**src/ppc_cfg.svh**
```systemverilog
// Constants of the partition and port configuration loader.
// Assumes AXI4-Lite with 32-bit data, one aligned word per register.
// Contract
// RULE1: Static configuration applies only during fundamental reset
// RULE2: Boot mode 0xD starts partitions disabled, ports unattached
// RULE3: Loader first clears all four delay timers
// RULE4: Loader sets each used partition Active
// RULE5: Port control write attaches port to partition
// RULE6: Full link retrain restarts link from Detect
// RULE7: Downstream ports first with retrain, then upstream
// RULE8: Disabled mode disables port, ignores partition select
// RULE9: Loader chains capability lists on upstream ports
// RULE10: Loader enables partition reset input pin function
// RULE11: Loader finally restores the four delay timers
// RULE12: Load finishes within one second after reset
// RULE13: Loader writes strictly in order, one at a time
`ifndef PPC_CFG_SVH
`define PPC_CFG_SVH

// ----------------------------------------
// Register byte offsets
// ----------------------------------------
`define PPC_OFS_SIDE_DLY   12'h000
`define PPC_OFS_MODE_DLY   12'h004
`define PPC_OFS_DRAIN_DLY  12'h008
`define PPC_OFS_USBR_DLY   12'h00c
`define PPC_OFS_LOAD_CTL   12'h010
`define PPC_OFS_STATUS     12'h014
`define PPC_OFS_GPIO_ALT   12'h018
`define PPC_OFS_PART0      12'h100
`define PPC_OFS_PART1      12'h104
`define PPC_OFS_PORT_BASE  12'h200
`define PPC_OFS_PHY_BASE   12'h300
`define PPC_OFS_POWER_MGMT_CAPABILITY_BASE 12'h400
`define PPC_OFS_VCCAP_BASE 12'h500

// ----------------------------------------
// Field positions and codes
// ----------------------------------------
`define PPC_MODE_LSB      0
`define PPC_PARTITION_SELECT_LSB      4
`define PPC_OMA_LSB       8
`define PPC_RETRAIN_BIT   0
`define PPC_NXT_LSB       8
`define PPC_VCNXT_LSB     20
`define PPC_LOAD_DONE_BIT 0
`define PPC_BOOT_MULTI_EE 4'hd

// ----------------------------------------
// Reset values and Detect hold count
// ----------------------------------------
`define PPC_RST_SIDE_DLY  32'h0000_0064
`define PPC_RST_MODE_DLY  32'h0000_0064
`define PPC_RST_DRAIN_DLY 32'h0000_0064
`define PPC_RST_USBR_DLY  32'h0000_0064
`define PPC_RETRAIN_CYC   8'h04

`endif

```
**src/ppc_pkg.sv**
```systemverilog
// Types of the partition and port configuration loader.
// Assumes ppc_cfg.svh for numbers.
package ppc_pkg;
  // Port operating modes
  typedef enum logic [3:0] {
    PPC_MODE_UNATT = 4'h0,
    PPC_MODE_DOWN  = 4'h1,
    PPC_MODE_UP    = 4'h2,
    PPC_MODE_DIS   = 4'h3
  } ppc_mode_t;
  // Partition states
  typedef enum logic [1:0] {
    PPC_PARTITION_SELECT_DIS    = 2'h0,
    PPC_PARTITION_SELECT_ACTIVE = 2'h1
  } ppc_pstate_t;
  // One port's static view
  typedef struct packed {
    ppc_mode_t   mode;
    logic [3:0]  partition_select;
    logic [1:0]  action;
  } ppc_port_t;
  // Per-port link stimulus to the link layer
  typedef struct packed {
    logic        retrain;
    logic        enable;
    logic        upstream;
    logic [3:0]  partition_select;
  } ppc_link_t;
endpackage

```
**src/ppc_loader.sv**
```systemverilog
// Partition and port static configuration block with AXI4-Lite slave.
// Assumes loader writes arrive during fundamental reset sequencing.
//
// The register offsets and the AXI4-Lite interface to the registers were decided locally.
`timescale 1ns/100ps
`default_nettype none
`include "ppc_cfg.svh"
module ppc_loader #(
  parameter int NPORTS = 16   // Number of switch ports
) (
  input  wire logic                  clock,          // Core clock
  input  wire logic                  rst_b,          // Async reset, active low
  input  wire logic [3:0]            boot_switch_mode, // Sampled boot mode
  input  wire logic                  fund_reset_active, // Fundamental reset sequence window
  input  wire logic [11:0]           s_axi_awaddr,
  input  wire logic                  s_axi_awvalid,
  output logic                       s_axi_awready,
  input  wire logic [31:0]           s_axi_wdata,
  input  wire logic [3:0]            s_axi_wstrb,
  input  wire logic                  s_axi_wvalid,
  output logic                       s_axi_wready,
  output logic [1:0]                 s_axi_bresp,
  output logic                       s_axi_bvalid,
  input  wire logic                  s_axi_bready,
  input  wire logic [11:0]           s_axi_araddr,
  input  wire logic                  s_axi_arvalid,
  output logic                       s_axi_arready,
  output logic [31:0]                s_axi_rdata,
  output logic [1:0]                 s_axi_rresp,
  output logic                       s_axi_rvalid,
  input  wire logic                  s_axi_rready,
  output ppc_pkg::ppc_link_t [NPORTS-1:0] port_link,  // Per-port link control
  output logic [1:0]                 partition_active, // Partition states
  output logic                       partition_reset_input_n_en // Pin alternate function
);
  import ppc_pkg::*;

  // ----------------------------------------
  // Storage
  // ----------------------------------------
  logic [31:0]       side_effect_delay_timer;
  logic [31:0]       mode_change_drain_delay_timer;
  logic [31:0]       reset_drain_delay_timer;
  logic [31:0]       upstream_bus_reset_delay_timer;
  ppc_pstate_t       partition0_control;
  ppc_pstate_t       partition1_control;
  ppc_port_t         port_control [NPORTS];
  logic [7:0]        power_mgmt_capability [NPORTS];           // Next pointers
  logic [11:0]       virtual_channel_capability_header [NPORTS];
  logic              gpio_alt;                                 // Pin function enable
  logic              load_done;                                // Software closed load
  logic [NPORTS-1:0] retrain_go;                               // Retrain start pulses
  logic [NPORTS-1:0] retrain_busy;                             // Retrain in progress
  logic [NPORTS-1:0] retrain_det;                              // Port in Detect

  // ----------------------------------------
  // AXI write channel
  // ----------------------------------------
  logic        aw_held;     // Address captured
  logic        w_held;      // Data captured
  logic [11:0] aw_addr;     // Captured address
  logic [31:0] w_data;      // Captured data
  logic [3:0]  w_strb;      // Captured strobes: the bus may move on before both halves meet
  logic        wr_fire;     // Both halves present
  logic        wr_ok;       // Address mapped and window open

  // Port index decode used by writes and reads
  function automatic logic [3:0] port_idx(input logic [11:0] a);
    port_idx = a[5:2];
  endfunction

  // Mapped-address check for reads and writes
  function automatic logic mapped(input logic [11:0] a);
    logic [3:0] hi;
    hi = a[11:8];
    mapped = (a[1:0] == 2'b00) && ((hi == 4'h0 && a[7:0] <= 8'h18) ||
             (hi == 4'h1 && a[7:0] <= 8'h04) ||
             ((hi >= 4'h2 && hi <= 4'h5) && ({2'b00, a[7:2]} < 8'(NPORTS))));
  endfunction

  assign s_axi_awready = !aw_held && !s_axi_bvalid;
  assign s_axi_wready  = !w_held && !s_axi_bvalid;
  assign wr_fire       = aw_held && w_held && !s_axi_bvalid;
  // Static setup only while fundamental reset sequencing runs
  assign wr_ok         = mapped(aw_addr) && fund_reset_active && !load_done; // RULE1

  // Capture address and data in either order; answer after both
  always_ff @(posedge clock or negedge rst_b) begin
    if (!rst_b) begin
      aw_held      <= 1'b0;
      w_held       <= 1'b0;
      aw_addr      <= 12'h000;
      w_data       <= 32'h0000_0000;
      w_strb       <= 4'h0;
      s_axi_bvalid <= 1'b0;
      s_axi_bresp  <= 2'b00;
    end else begin
      if (s_axi_awvalid && s_axi_awready) begin
        aw_held <= 1'b1;
        aw_addr <= s_axi_awaddr;
      end
      if (s_axi_wvalid && s_axi_wready) begin
        w_held <= 1'b1;
        w_data <= s_axi_wdata;
        w_strb <= s_axi_wstrb;
      end
      if (wr_fire) begin
        aw_held      <= 1'b0;
        w_held       <= 1'b0;
        s_axi_bvalid <= 1'b1;
        s_axi_bresp  <= wr_ok ? 2'b00 : 2'b10;
      end else if (s_axi_bvalid && s_axi_bready) begin
        s_axi_bvalid <= 1'b0;
      end
    end
  end

  // ----------------------------------------
  // Global registers
  // ----------------------------------------
  // Timers, partitions, pin function; boot mode 0xD leaves partitions and pin function disabled
  always_ff @(posedge clock or negedge rst_b) begin
    if (!rst_b) begin
      side_effect_delay_timer        <= `PPC_RST_SIDE_DLY;
      mode_change_drain_delay_timer  <= `PPC_RST_MODE_DLY;
      reset_drain_delay_timer        <= `PPC_RST_DRAIN_DLY;
      upstream_bus_reset_delay_timer <= `PPC_RST_USBR_DLY;
      partition0_control             <= PPC_PARTITION_SELECT_DIS; // RULE2
      partition1_control             <= PPC_PARTITION_SELECT_DIS; // RULE2
      gpio_alt                       <= 1'b0;
      load_done                      <= 1'b0;
    end else if (wr_fire && wr_ok && w_strb == 4'hf) begin
      case (aw_addr)
        `PPC_OFS_SIDE_DLY:  side_effect_delay_timer        <= w_data;
        `PPC_OFS_MODE_DLY:  mode_change_drain_delay_timer  <= w_data;
        `PPC_OFS_DRAIN_DLY: reset_drain_delay_timer        <= w_data;
        `PPC_OFS_USBR_DLY:  upstream_bus_reset_delay_timer <= w_data;
        `PPC_OFS_LOAD_CTL:  load_done <= w_data[`PPC_LOAD_DONE_BIT];
        `PPC_OFS_GPIO_ALT:  gpio_alt  <= w_data[0];
        `PPC_OFS_PART0:     partition0_control <= ppc_pstate_t'(w_data[1:0]);
        `PPC_OFS_PART1:     partition1_control <= ppc_pstate_t'(w_data[1:0]);
        default: ;
      endcase
    end
  end

  // ----------------------------------------
  // Per-port registers and retrain sequencers
  // ----------------------------------------
  genvar g;
  generate
    for (g = 0; g < NPORTS; g++) begin : g_port
      // Port control write attaches or disables the port
      always_ff @(posedge clock or negedge rst_b) begin
        if (!rst_b) begin
          port_control[g] <= '{mode: PPC_MODE_UNATT, partition_select: 4'h0, action: 2'b00}; // RULE2
          power_mgmt_capability[g] <= 8'h00;
          virtual_channel_capability_header[g] <= 12'h000;
          retrain_go[g] <= 1'b0;
        end else begin
          retrain_go[g] <= 1'b0;
          if (wr_fire && wr_ok && port_idx(aw_addr) == 4'(g)) begin
            case (aw_addr[11:8])
              4'h2: begin
                port_control[g].mode   <= ppc_mode_t'(w_data[`PPC_MODE_LSB +: 4]); // RULE5
                port_control[g].action <= w_data[`PPC_OMA_LSB +: 2];
                if (ppc_mode_t'(w_data[`PPC_MODE_LSB +: 4]) != PPC_MODE_DIS) begin
                  port_control[g].partition_select <= w_data[`PPC_PARTITION_SELECT_LSB +: 4]; // RULE5
                end // Disabled mode keeps old selection: RULE8
              end
              4'h3: retrain_go[g] <= w_data[`PPC_RETRAIN_BIT]; // RULE6
              4'h4: power_mgmt_capability[g] <= w_data[`PPC_NXT_LSB +: 8];
              4'h5: virtual_channel_capability_header[g] <= w_data[`PPC_VCNXT_LSB +: 12];
              default: ;
            endcase
          end
        end
      end

      ppc_retrain u_rt (
        .clock     (clock),
        .rst_b     (rst_b),
        .start     (retrain_go[g]),
        .in_detect (retrain_det[g]),
        .busy      (retrain_busy[g])
      );

      // Link control: disabled ports drop enable regardless of partition
      always_comb begin
        port_link[g].retrain  = retrain_det[g]; // RULE6
        port_link[g].enable   = (port_control[g].mode == PPC_MODE_DOWN ||
                                 port_control[g].mode == PPC_MODE_UP); // RULE8
        port_link[g].upstream = (port_control[g].mode == PPC_MODE_UP);
        port_link[g].partition_select     = port_link[g].enable ? port_control[g].partition_select : 4'h0; // RULE8
      end
    end
  endgenerate

  assign partition_active = {partition1_control == PPC_PARTITION_SELECT_ACTIVE,
                             partition0_control == PPC_PARTITION_SELECT_ACTIVE};
  assign partition_reset_input_n_en = gpio_alt;

  // ----------------------------------------
  // AXI read channel
  // ----------------------------------------
  logic [31:0] rd_val;   // Selected read word
  logic [3:0]  rp;       // Read port index
  // Read mux shows state of timers, partitions, ports and retrain
  always_comb begin
    rp     = port_idx(s_axi_araddr);
    rd_val = 32'h0000_0000;
    case (s_axi_araddr[11:8])
      4'h0: begin
        case (s_axi_araddr)
          `PPC_OFS_SIDE_DLY:  rd_val = side_effect_delay_timer;
          `PPC_OFS_MODE_DLY:  rd_val = mode_change_drain_delay_timer;
          `PPC_OFS_DRAIN_DLY: rd_val = reset_drain_delay_timer;
          `PPC_OFS_USBR_DLY:  rd_val = upstream_bus_reset_delay_timer;
          `PPC_OFS_LOAD_CTL:  rd_val = {31'h0, load_done};
          `PPC_OFS_STATUS:    rd_val = {26'h0, boot_switch_mode == `PPC_BOOT_MULTI_EE,
                                        fund_reset_active, |retrain_busy, 1'b0, partition_active};
          `PPC_OFS_GPIO_ALT:  rd_val = {31'h0, gpio_alt};
          default: rd_val = 32'h0000_0000;
        endcase
      end
      4'h1: rd_val = {30'h0, s_axi_araddr[2] ? partition1_control : partition0_control};
      4'h2: rd_val = {22'h0, port_control[rp].action, port_control[rp].partition_select, port_control[rp].mode};
      4'h3: rd_val = {30'h0, retrain_det[rp], retrain_busy[rp]};
      4'h4: rd_val = {16'h0, power_mgmt_capability[rp], 8'h01};
      4'h5: rd_val = {virtual_channel_capability_header[rp], 20'h10002};
      default: rd_val = 32'h0000_0000;
    endcase
  end

  assign s_axi_arready = !s_axi_rvalid;

  // One-cycle read answer held until taken
  always_ff @(posedge clock or negedge rst_b) begin
    if (!rst_b) begin
      s_axi_rvalid <= 1'b0;
      s_axi_rdata  <= 32'h0000_0000;
      s_axi_rresp  <= 2'b00;
    end else if (s_axi_arvalid && s_axi_arready) begin
      s_axi_rvalid <= 1'b1;
      s_axi_rdata  <= mapped(s_axi_araddr) ? rd_val : 32'h0000_0000;
      s_axi_rresp  <= mapped(s_axi_araddr) ? 2'b00 : 2'b10;
    end else if (s_axi_rvalid && s_axi_rready) begin
      s_axi_rvalid <= 1'b0;
    end
  end
endmodule
`default_nettype wire

```
**src/ppc_retrain.sv**
```systemverilog
// Per-port retrain sequencer: forces Detect then releases.
// Assumes one clock and a start pulse from the register file.
`timescale 1ns/100ps
`default_nettype none
`include "ppc_cfg.svh"
module ppc_retrain (
  input  wire logic clock,       // Core clock
  input  wire logic rst_b,       // Async reset, active low
  input  wire logic start,       // Retrain request pulse
  output logic      in_detect,   // Port held in Detect
  output logic      busy         // Retrain under way
);
  import ppc_pkg::*;

  // ----------------------------------------
  // States
  // ----------------------------------------
  typedef enum logic [1:0] {
    PPC_RT_IDLE = 2'b01,
    PPC_RT_DET  = 2'b10
  } ppc_rt_t;

  ppc_rt_t    state;   // Sequencer state
  logic [7:0] count;   // Detect hold counter

  // Hold Detect a few cycles so the link layer sees it
  always_ff @(posedge clock or negedge rst_b) begin
    if (!rst_b) begin
      state <= PPC_RT_IDLE;
      count <= 8'h00;
    end else begin
      case (state)
        PPC_RT_IDLE: begin
          if (start) begin
            state <= PPC_RT_DET; // RULE6
            count <= `PPC_RETRAIN_CYC;
          end
        end
        PPC_RT_DET: begin
          if (count == 8'h01) begin
            state <= PPC_RT_IDLE;
          end
          count <= count - 8'h01;
        end
        default: state <= PPC_RT_IDLE;
      endcase
    end
  end

  assign in_detect = (state == PPC_RT_DET);
  assign busy      = (state == PPC_RT_DET);
endmodule
`default_nettype wire

```
**config.mk**
```make
export PLATFORM = sky130hd
export DESIGN_NAME = ppc_loader
export DESIGN_NICKNAME = d
export VERILOG_FILES = /design/src/ppc_pkg.sv /design/src/ppc_loader.sv /design/src/ppc_retrain.sv
export VERILOG_INCLUDE_DIRS = /design/src /design/src/src
export SDC_FILE = /design/constraint.sdc
export NUM_CORES = 1
export LEC_CHECK = 0
export BUFFER_PORTS_ARGS = -buffer_cell sky130_fd_sc_hd__buf_2
export CAP_MARGIN = 40
export CORE_AREA = 2 2 264 266
export CTS_CLUSTER_DIAMETER = 30
export DETAILED_ROUTE_END_ITERATION = 8
export DIE_AREA = 0 0 266 268
export PLACE_DENSITY_LB_ADDON = 0.08
export SKIP_CTS_REPAIR_TIMING = 1
export SLEW_MARGIN = 15
export SYNTH_ARGS = -nofsm -noshare
export SYNTH_HDL_FRONTEND = slang
export SYNTH_SLANG_ARGS = --single-unit
```
**constraint.sdc**
```tcl
create_clock -name clock -period 3.17 [get_ports clock]
set_input_delay 0 -clock clock [delete_from_list [all_inputs] [get_ports clock]]
set_output_delay 0 -clock clock [all_outputs]
set_load 0.03 [all_outputs]
```
==> run_results.csv, run 1 <==
group,metric,value,unit
grt,grt_pass1_vias,27900,
drt,routed_wirelength,107,mm
grt,largest_net_degree_at_the_start_of_global_routing,126,
min_path,hold-path-cell-count,3,
drt,drt_pre_antenna_iters,5,
drt,dr_total_vias,26700,
setup_path,cp_data_arrival_time,3.51,ns
yosys,synth_area,0.0407,mm^2
clock_tree,cts-buffers-inserted,165,
floorplan,num_io_pins,228,
placement,placed_cells,3948,
grt,grt_pass1_wl,165,mm
yosys,synth-main-ff-cell,"dfrtp_1",
setup_path,critical_path.max_fanout,7,
floorplan,die_height,268,um
grt,grt-ovfl-total,0,
drt,routed_wire_length_per_instance,24.7,um
finish,final_common_cell,"dfrtp_1",
clock_tree,worst_skew_pair.late_latency,0.74,ns
finish,final_layout_size_suffix_gt1_share,44.2,%
yosys,synth_warnings,0,
setup_path,critPathKind,"reg -> reg",
clock_tree,clk_path_buf_depth,3,
floorplan,fp.dieArea,0.0713,mm^2
placement,port-buffer-count,225,
grt,use_met1,40.7,%
yosys,number_of_standard_cells_after_synthesis,2942,
sta,maxSlewHeadroom,34.9,%
finish,layout.cells.non_filler,4318,
sta,final_period_utilization,91.5,%
floorplan,floorplan.rows,96,
yosys,synth_cell_type_count,66,
yosys,synth-edff-count,0,
grt,met2_usage,50.8,%
placement,post-dp-hpwl,70.3,mm
drt,drt-initial-drc-count,1941,
sta,timing.fmax,345,MHz
yosys,ys_seq_area_share,54.0,%
grt,busiest_layer,"met2",
floorplan,initial_utilization,59.6,%
placement,pre_cts_ws,0.316,ns
sta,worst-slew-pin-transition,0.970,ns
floorplan,dieWidth,266,um
drt,via_per_instance_ratio,6.19,
sta,hold_viol,2,
outcome,violations,"negative hold slack",
clock_tree,htree_levels,4,
drt,drt_drc_violations_left,0,
sta,setup_violations,0,
finish,finalNetCount,3403,
grt,antenna_found_initial,0,
sta,finalWorstSetupSlack,0.269,ns
sta,whs,-0.00563,ns
setup_path,startpoint_type,"register",
job,max_cap_violations,0,
grt,grtUsageTotal,30.5,%
floorplan,design.core.area,0.0682,mm^2
finish,area_delta_synth_final,21.5,%
power,vdd_drop_max,0.655,mV
yosys,synthTopCellsByArea,"dfrtp_1 52%, mux2_2 18%, mux4_2 9.6%",
yosys,synth-seq-cells,876,
sta,min_clock_period_post_route,2.90,ns
drt,drt.antenna.violating_nets,0,
min_path,hold_wc_path_type,"in -> reg",
setup_path,crit_path_end_kind,"register",
sta,unrepaired_setup_endpoints_after_global_routing,"no",
clock_tree,root_buffer,"clkbuf_16",
yosys,synth_area_leader_cell,"dfrtp_1",
yosys,yosys.area.top_type_share,52.2,%
placement,place_congestion,0.890,
yosys,syn_avg_cell_area,13.8,um^2
finish,layout.cells.most_common_list,"848 x dfrtp_1, 653 x mux2_2, 224 x buf_2",
setup_path,worstPathRequired,3.78,ns
sta,finalSetupTns,0,ns
outcome,run_status,"finished with violations",
setup_path,ff2ff_path_depth,6,
power,leakage,23.7,nW
clock_tree,tritoncts_clock_tree,"built",
power,power-per-cell-area,666,mW/mm^2
clock_tree,path_clk_slew,0.05,ns
sta,skew_final,0.0230,ns
sta,slew_viol_final,0,
grt,groute.layer.met3.usage,5.86,%
clock_tree,clock_sinks,876,
yosys,async_reset_ff_share,100,%
-- through the flow --
stage / area, um^2 / total power (W) / util [%]
floorplan: 40700 / 0.0139 / -
global placement: 43000 / 0.0151 / 63.0
detailed placement: 43000 / 0.0152 / 63.1
CTS: 48800 / 0.0330 / 71.5
global route: 49400 / 0.0340 / 72.5
finish: 49400 / 0.0329 / 72.5
-- path summary, 6_finish.rpt --
path	endpoint	slack (ns)	startpoint
min	s_axi_bvalid$_DFFE_PN0P_	-0.006	s_axi_bready
max	s_axi_rdata[3]$_DFFE_PN0P_	0.27	g_port[14].u_rt.state[0]$_DFFE_PN1P_
min reg2reg	g_port[9].u_rt.count[5]$_DFFE_PN0P_	0.47	g_port[9].u_rt.count[5]$_DFFE_PN0P_
min in group asynchronous	g_port[14].u_rt.count[4]$_DFFE_PN0P_	0.08	rst_b
max in group asynchronous	virtual_channel_capability_header[112]$_DFFE_PN0P_	2.42	rst_b
max reg2reg	s_axi_rdata[3]$_DFFE_PN0P_	0.27	g_port[14].u_rt.state[0]$_DFFE_PN1P_
-- metal layers --
metal  wire length (um)  part of all wire (%)  vias to the layer above
li1                   -                     -                    11600
met2              53000                    50                      876
met1              44000                    41                    14100
met3               6440                   6.0                      199
met4               3040                   2.9                        0
met5                  0                     0                        -
-- power by group --
group / switching [W] / internal, W / total (W)
Combinational: 0.00159 / 0.000898 / 0.00248
Clock: 0.00597 / 0.0117 / 0.0177
Sequential: 0.00116 / 0.0116 / 0.0127
-- cells in the mapped netlist, types with 28 or more instances --
master	n
mux4_2	173
buf_4	45
o21ai_0	68
and2_1	71
dfrtp_1	848
buf_1	28
o311ai_0	30
mux2_2	653
nand3_1	60
nor2_1	111
inv_1	90
nor3_1	41
dfstp_2	28
o41ai_1	30
nand2b_1	37
nand2_1	83
xnor2_1	31
clkbuf_1	98
ha_1	32
-- cell families (layout without fill, tap and decap cells) --
kind of cell,count (synthesis),after routing,share of synthesized area [%]
AND/OR/NAND/NOR,586,586,8.01
other,1,3,0.00922
AO/OA/AOI/OAI,265,265,4.65
buffers and inverters,286,778,3.13
multiplexers,846,846,28.2
flip-flops,876,876,54.0
XOR/XNOR,50,50,1.08
adder cells (fa/ha/maj),32,32,0.984
-- flip-flops by register name (all words and copies together) (netlist names), 2 cells and up --
signal / cells
upstream_bus_reset_delay_timer: 32
w_data: 32
aw_addr: 12
g_port.u_rt.count: 128
port_control: 160
reset_drain_delay_timer: 32
power_mgmt_capability: 128
mode_change_drain_delay_timer: 32
partition0_control: 2
partition1_control: 2
w_strb: 4
side_effect_delay_timer: 32
g_port.u_rt.state: 32
s_axi_rdata: 32
virtual_channel_capability_header: 192
retrain_go: 16
-- worst max-delay path, cell delays in order (launching register included) --
cell and delay (ns):
dfstp_2 0.53, nand2b_1 0.22, inv_1 0.16, or4b_2 0.74, nor4_1 0.61, o22ai_1 0.17, a221o_1 0.35
-- layout make-up --
type | instances | area, um^2
diodes | 1 | 2.50
clock inverters | 93 | 1140
multi-input cells | 1781 | 17500
fillers | 4492 | 18800
flip-flops and latches | 876 | 22000
inverters | 90 | 338
well taps | 882 | 1100
clock buffers | 210 | 4590
repair buffers | 385 | 2820
Note: power is estimated with default switching activity, not from simulation.
==> run 2, diff against run 1 <==
==> constraint.sdc (replaced) <==
create_clock -name clock -period 3.17 [get_ports clock]
set_input_delay 0.1585 -clock clock [delete_from_list [all_inputs] [get_ports clock]]
set_output_delay 0.1585 -clock clock [all_outputs]
set_load 0.03 [all_outputs]
==> run 2 against run 1 <==
Effect of this change: the flow still finishes with violations (negative hold slack); die area unchanged; power increased by 1.7%; final cell count increased by 0.21%; core utilization increased by 0.21 points; highest routed layer unchanged; largest power group unchanged; largest cell class unchanged.
==> run_results.csv, run 2 (synthesized netlist as in run 1, its figures left out) <==
group,metric,value,unit
outcome,run_status,"finished with violations",
outcome,violations,"negative hold slack",
drt,routed_wirelength,107,mm
sta,min_clock_period_post_route,2.96,ns
floorplan,dieWidth,266,um
setup_path,crit-reg2reg-launch,"aw_addr[10]$_DFFE_PN0P_",
finish,largest_reg_flops,192,
clock_tree,root_buffer,"clkbuf_16",
clock_tree,path_clk_slew,0.05,ns
clock_tree,clk_path_buf_depth,3,
grt,grtUsageTotal,30.5,%
sta,setup_violations,0,
sta,finalSetupTns,0,ns
floorplan,die_height,268,um
setup_path,critical-path-max-stage-delay,0.61,ns
drt,drt.antenna.violating_nets,0,
drt,drt_pre_antenna_iters,5,
setup_path,crit_path_end_kind,"register",
sta,worst-slew-pin-transition,0.962,ns
sta,skew_final,0.0256,ns
finish,area_delta_synth_final,21.8,%
finish,final_common_cell,"dfrtp_1",
clock_tree,htree_levels,4,
floorplan,design.core.area,0.0682,mm^2
drt,drt-initial-drc-count,1891,
sta,hold_viol,16,
drt,routed_wire_length_per_instance,24.6,um
power,vdd_drop_max,0.545,mV
clock_tree,cts-buffers-inserted,171,
finish,max_flop_register,"virtual_channel_capability_header",
floorplan,fp.dieArea,0.0713,mm^2
setup_path,critical_path.max_fanout,8,
finish,layout.cells.most_common_list,"848 x dfrtp_1, 653 x mux2_2, 225 x buf_2",
setup_path,cp_data_arrival_time,3.57,ns
sta,unrepaired_setup_endpoints_after_global_routing,"no",
setup_path,ff2ff_path_depth,5,
finish,layout_filler_cell_count,4419,
setup_path,worstPathRequired,3.77,ns
job,max_cap_violations,0,
grt,grt-ovfl-total,0,
floorplan,num_io_pins,228,
placement,port-buffer-count,225,
setup_path,crit-reg2reg-capture,"port_control[1]$_DFFE_PN0P_",
placement,post-dp-hpwl,70.3,mm
power,total_power,0.0335,W
sta,whs,-0.0284,ns
sta,slew_viol_final,0,
clock_tree,tritoncts_clock_tree,"built",
finish,layout_top_registers,"virtual_channel_capability_header (192), port_control (160)",
finish,antenna-diode-count,0,
floorplan,initial_utilization,59.6,%
clock_tree,worst_skew_pair.late_latency,0.73,ns
drt,drt_drc_violations_left,0,
drt,dr_total_vias,26800,
placement,place_congestion,0.866,
grt,grt_pass1_wl,165,mm
setup_path,crit_chain,"a2111oi_0 > o31ai_1 > a211o_1 > nor2_1 > mux2_2",
finish,finalNetCount,3410,
power,leakage,23.7,nW
setup_path,critPathKind,"reg -> reg",
sta,maxSlewHeadroom,35.4,%
power,power-per-cell-area,675,mW/mm^2
placement,placed_cells,3953,
min_path,hold_wc_path_type,"in -> async",
setup_path,reg2reg_setup_slack,0.21,ns
grt,largest_net_degree_at_the_start_of_global_routing,111,
floorplan,floorplan.rows,96,
grt,antenna_found_initial,1,
grt,grt_pass1_vias,27900,
setup_path,crit_path_top_delay_cell,"a2111oi_0",
finish,layout.cells.non_filler,4327,
clock_tree,clock_sinks,876,
finish,final_layout_size_suffix_gt1_share,44.2,%
drt,via_per_instance_ratio,6.18,
setup_path,worst_path_dominant_cell_family,"compound AO/OA/AOI/OAI gates",
sta,timing.fmax,337,MHz
finish,final_util,72.7,%
sta,final_period_utilization,93.5,%
setup_path,startpoint_type,"register",
setup_path,critical_path.n_buffers_inverters,0,
==> run 2: worst max path at each step <==
stage,from,endpoint,slack [ns],depth (start not counted)
after CTS,g_port[14].u_rt.state[0]$_DFFE_PN1P_,s_axi_rdata[3]$_DFFE_PN0P_,0.33,6
after global routing,aw_addr[10]$_DFFE_PN0P_,port_control[1]$_DFFE_PN0P_,0.21,5
after global placement,g_port[14].u_rt.state[0]$_DFFE_PN1P_,s_axi_rdata[3]$_DFFE_PN0P_,0.35,6
after floorplan,s_axi_bvalid$_DFFE_PN0P_,virtual_channel_capability_header[145]$_DFFE_PN0P_,0.64,9
after detailed placement,g_port[14].u_rt.state[0]$_DFFE_PN1P_,s_axi_rdata[3]$_DFFE_PN0P_,0.36,6
final,aw_addr[10]$_DFFE_PN0P_,port_control[1]$_DFFE_PN0P_,0.21,5
==> run 2: per-layer routing <==
layer  track usage (%)  part of all wire, %
met2              50.3                   50
met1              40.7                   42
met4              9.87                  2.5
met3              6.63                  6.1
met5                 0                    0
==> run 2: per-stage QoR <==
stage,setup WS (ns),cell area (um^2)
4_1_cts,0.333,49000
2_1_floorplan,0.644,40700
3_5_place_dp,0.361,43000
6_report,0.205,49600
5_1_grt,0.208,49600
3_3_place_gp,0.354,43000
==> run 2: power breakdown <==
part | switching (W) | internal [W]
clock | 0.00610 | 0.0121
sequential | 0.00120 | 0.0116
combinational | 0.00156 | 0.000908
==> run 2: worst register-to-register path, cell delays in order, from the launching register on <==
cell       delay (ns)
dfrtp_1          0.44
a2111oi_0        0.61
o31ai_1          0.32
a211o_1          0.52
nor2_1           0.56
mux2_2           0.41
==> run 2: area by class of cell <==
| class | count | area, um^2 | area share [%] |
|---|---|---|---|
| sequential | 876 | 22000 | 44.3 |
| multi-input combinational | 1781 | 17500 | 35.3 |
| clock buffer | 223 | 4710 | 9.49 |
| timing repair buffer | 386 | 2770 | 5.59 |
| clock inverter | 89 | 1210 | 2.45 |
| tap | 882 | 1100 | 2.23 |
| inverter | 90 | 338 | 0.681 |
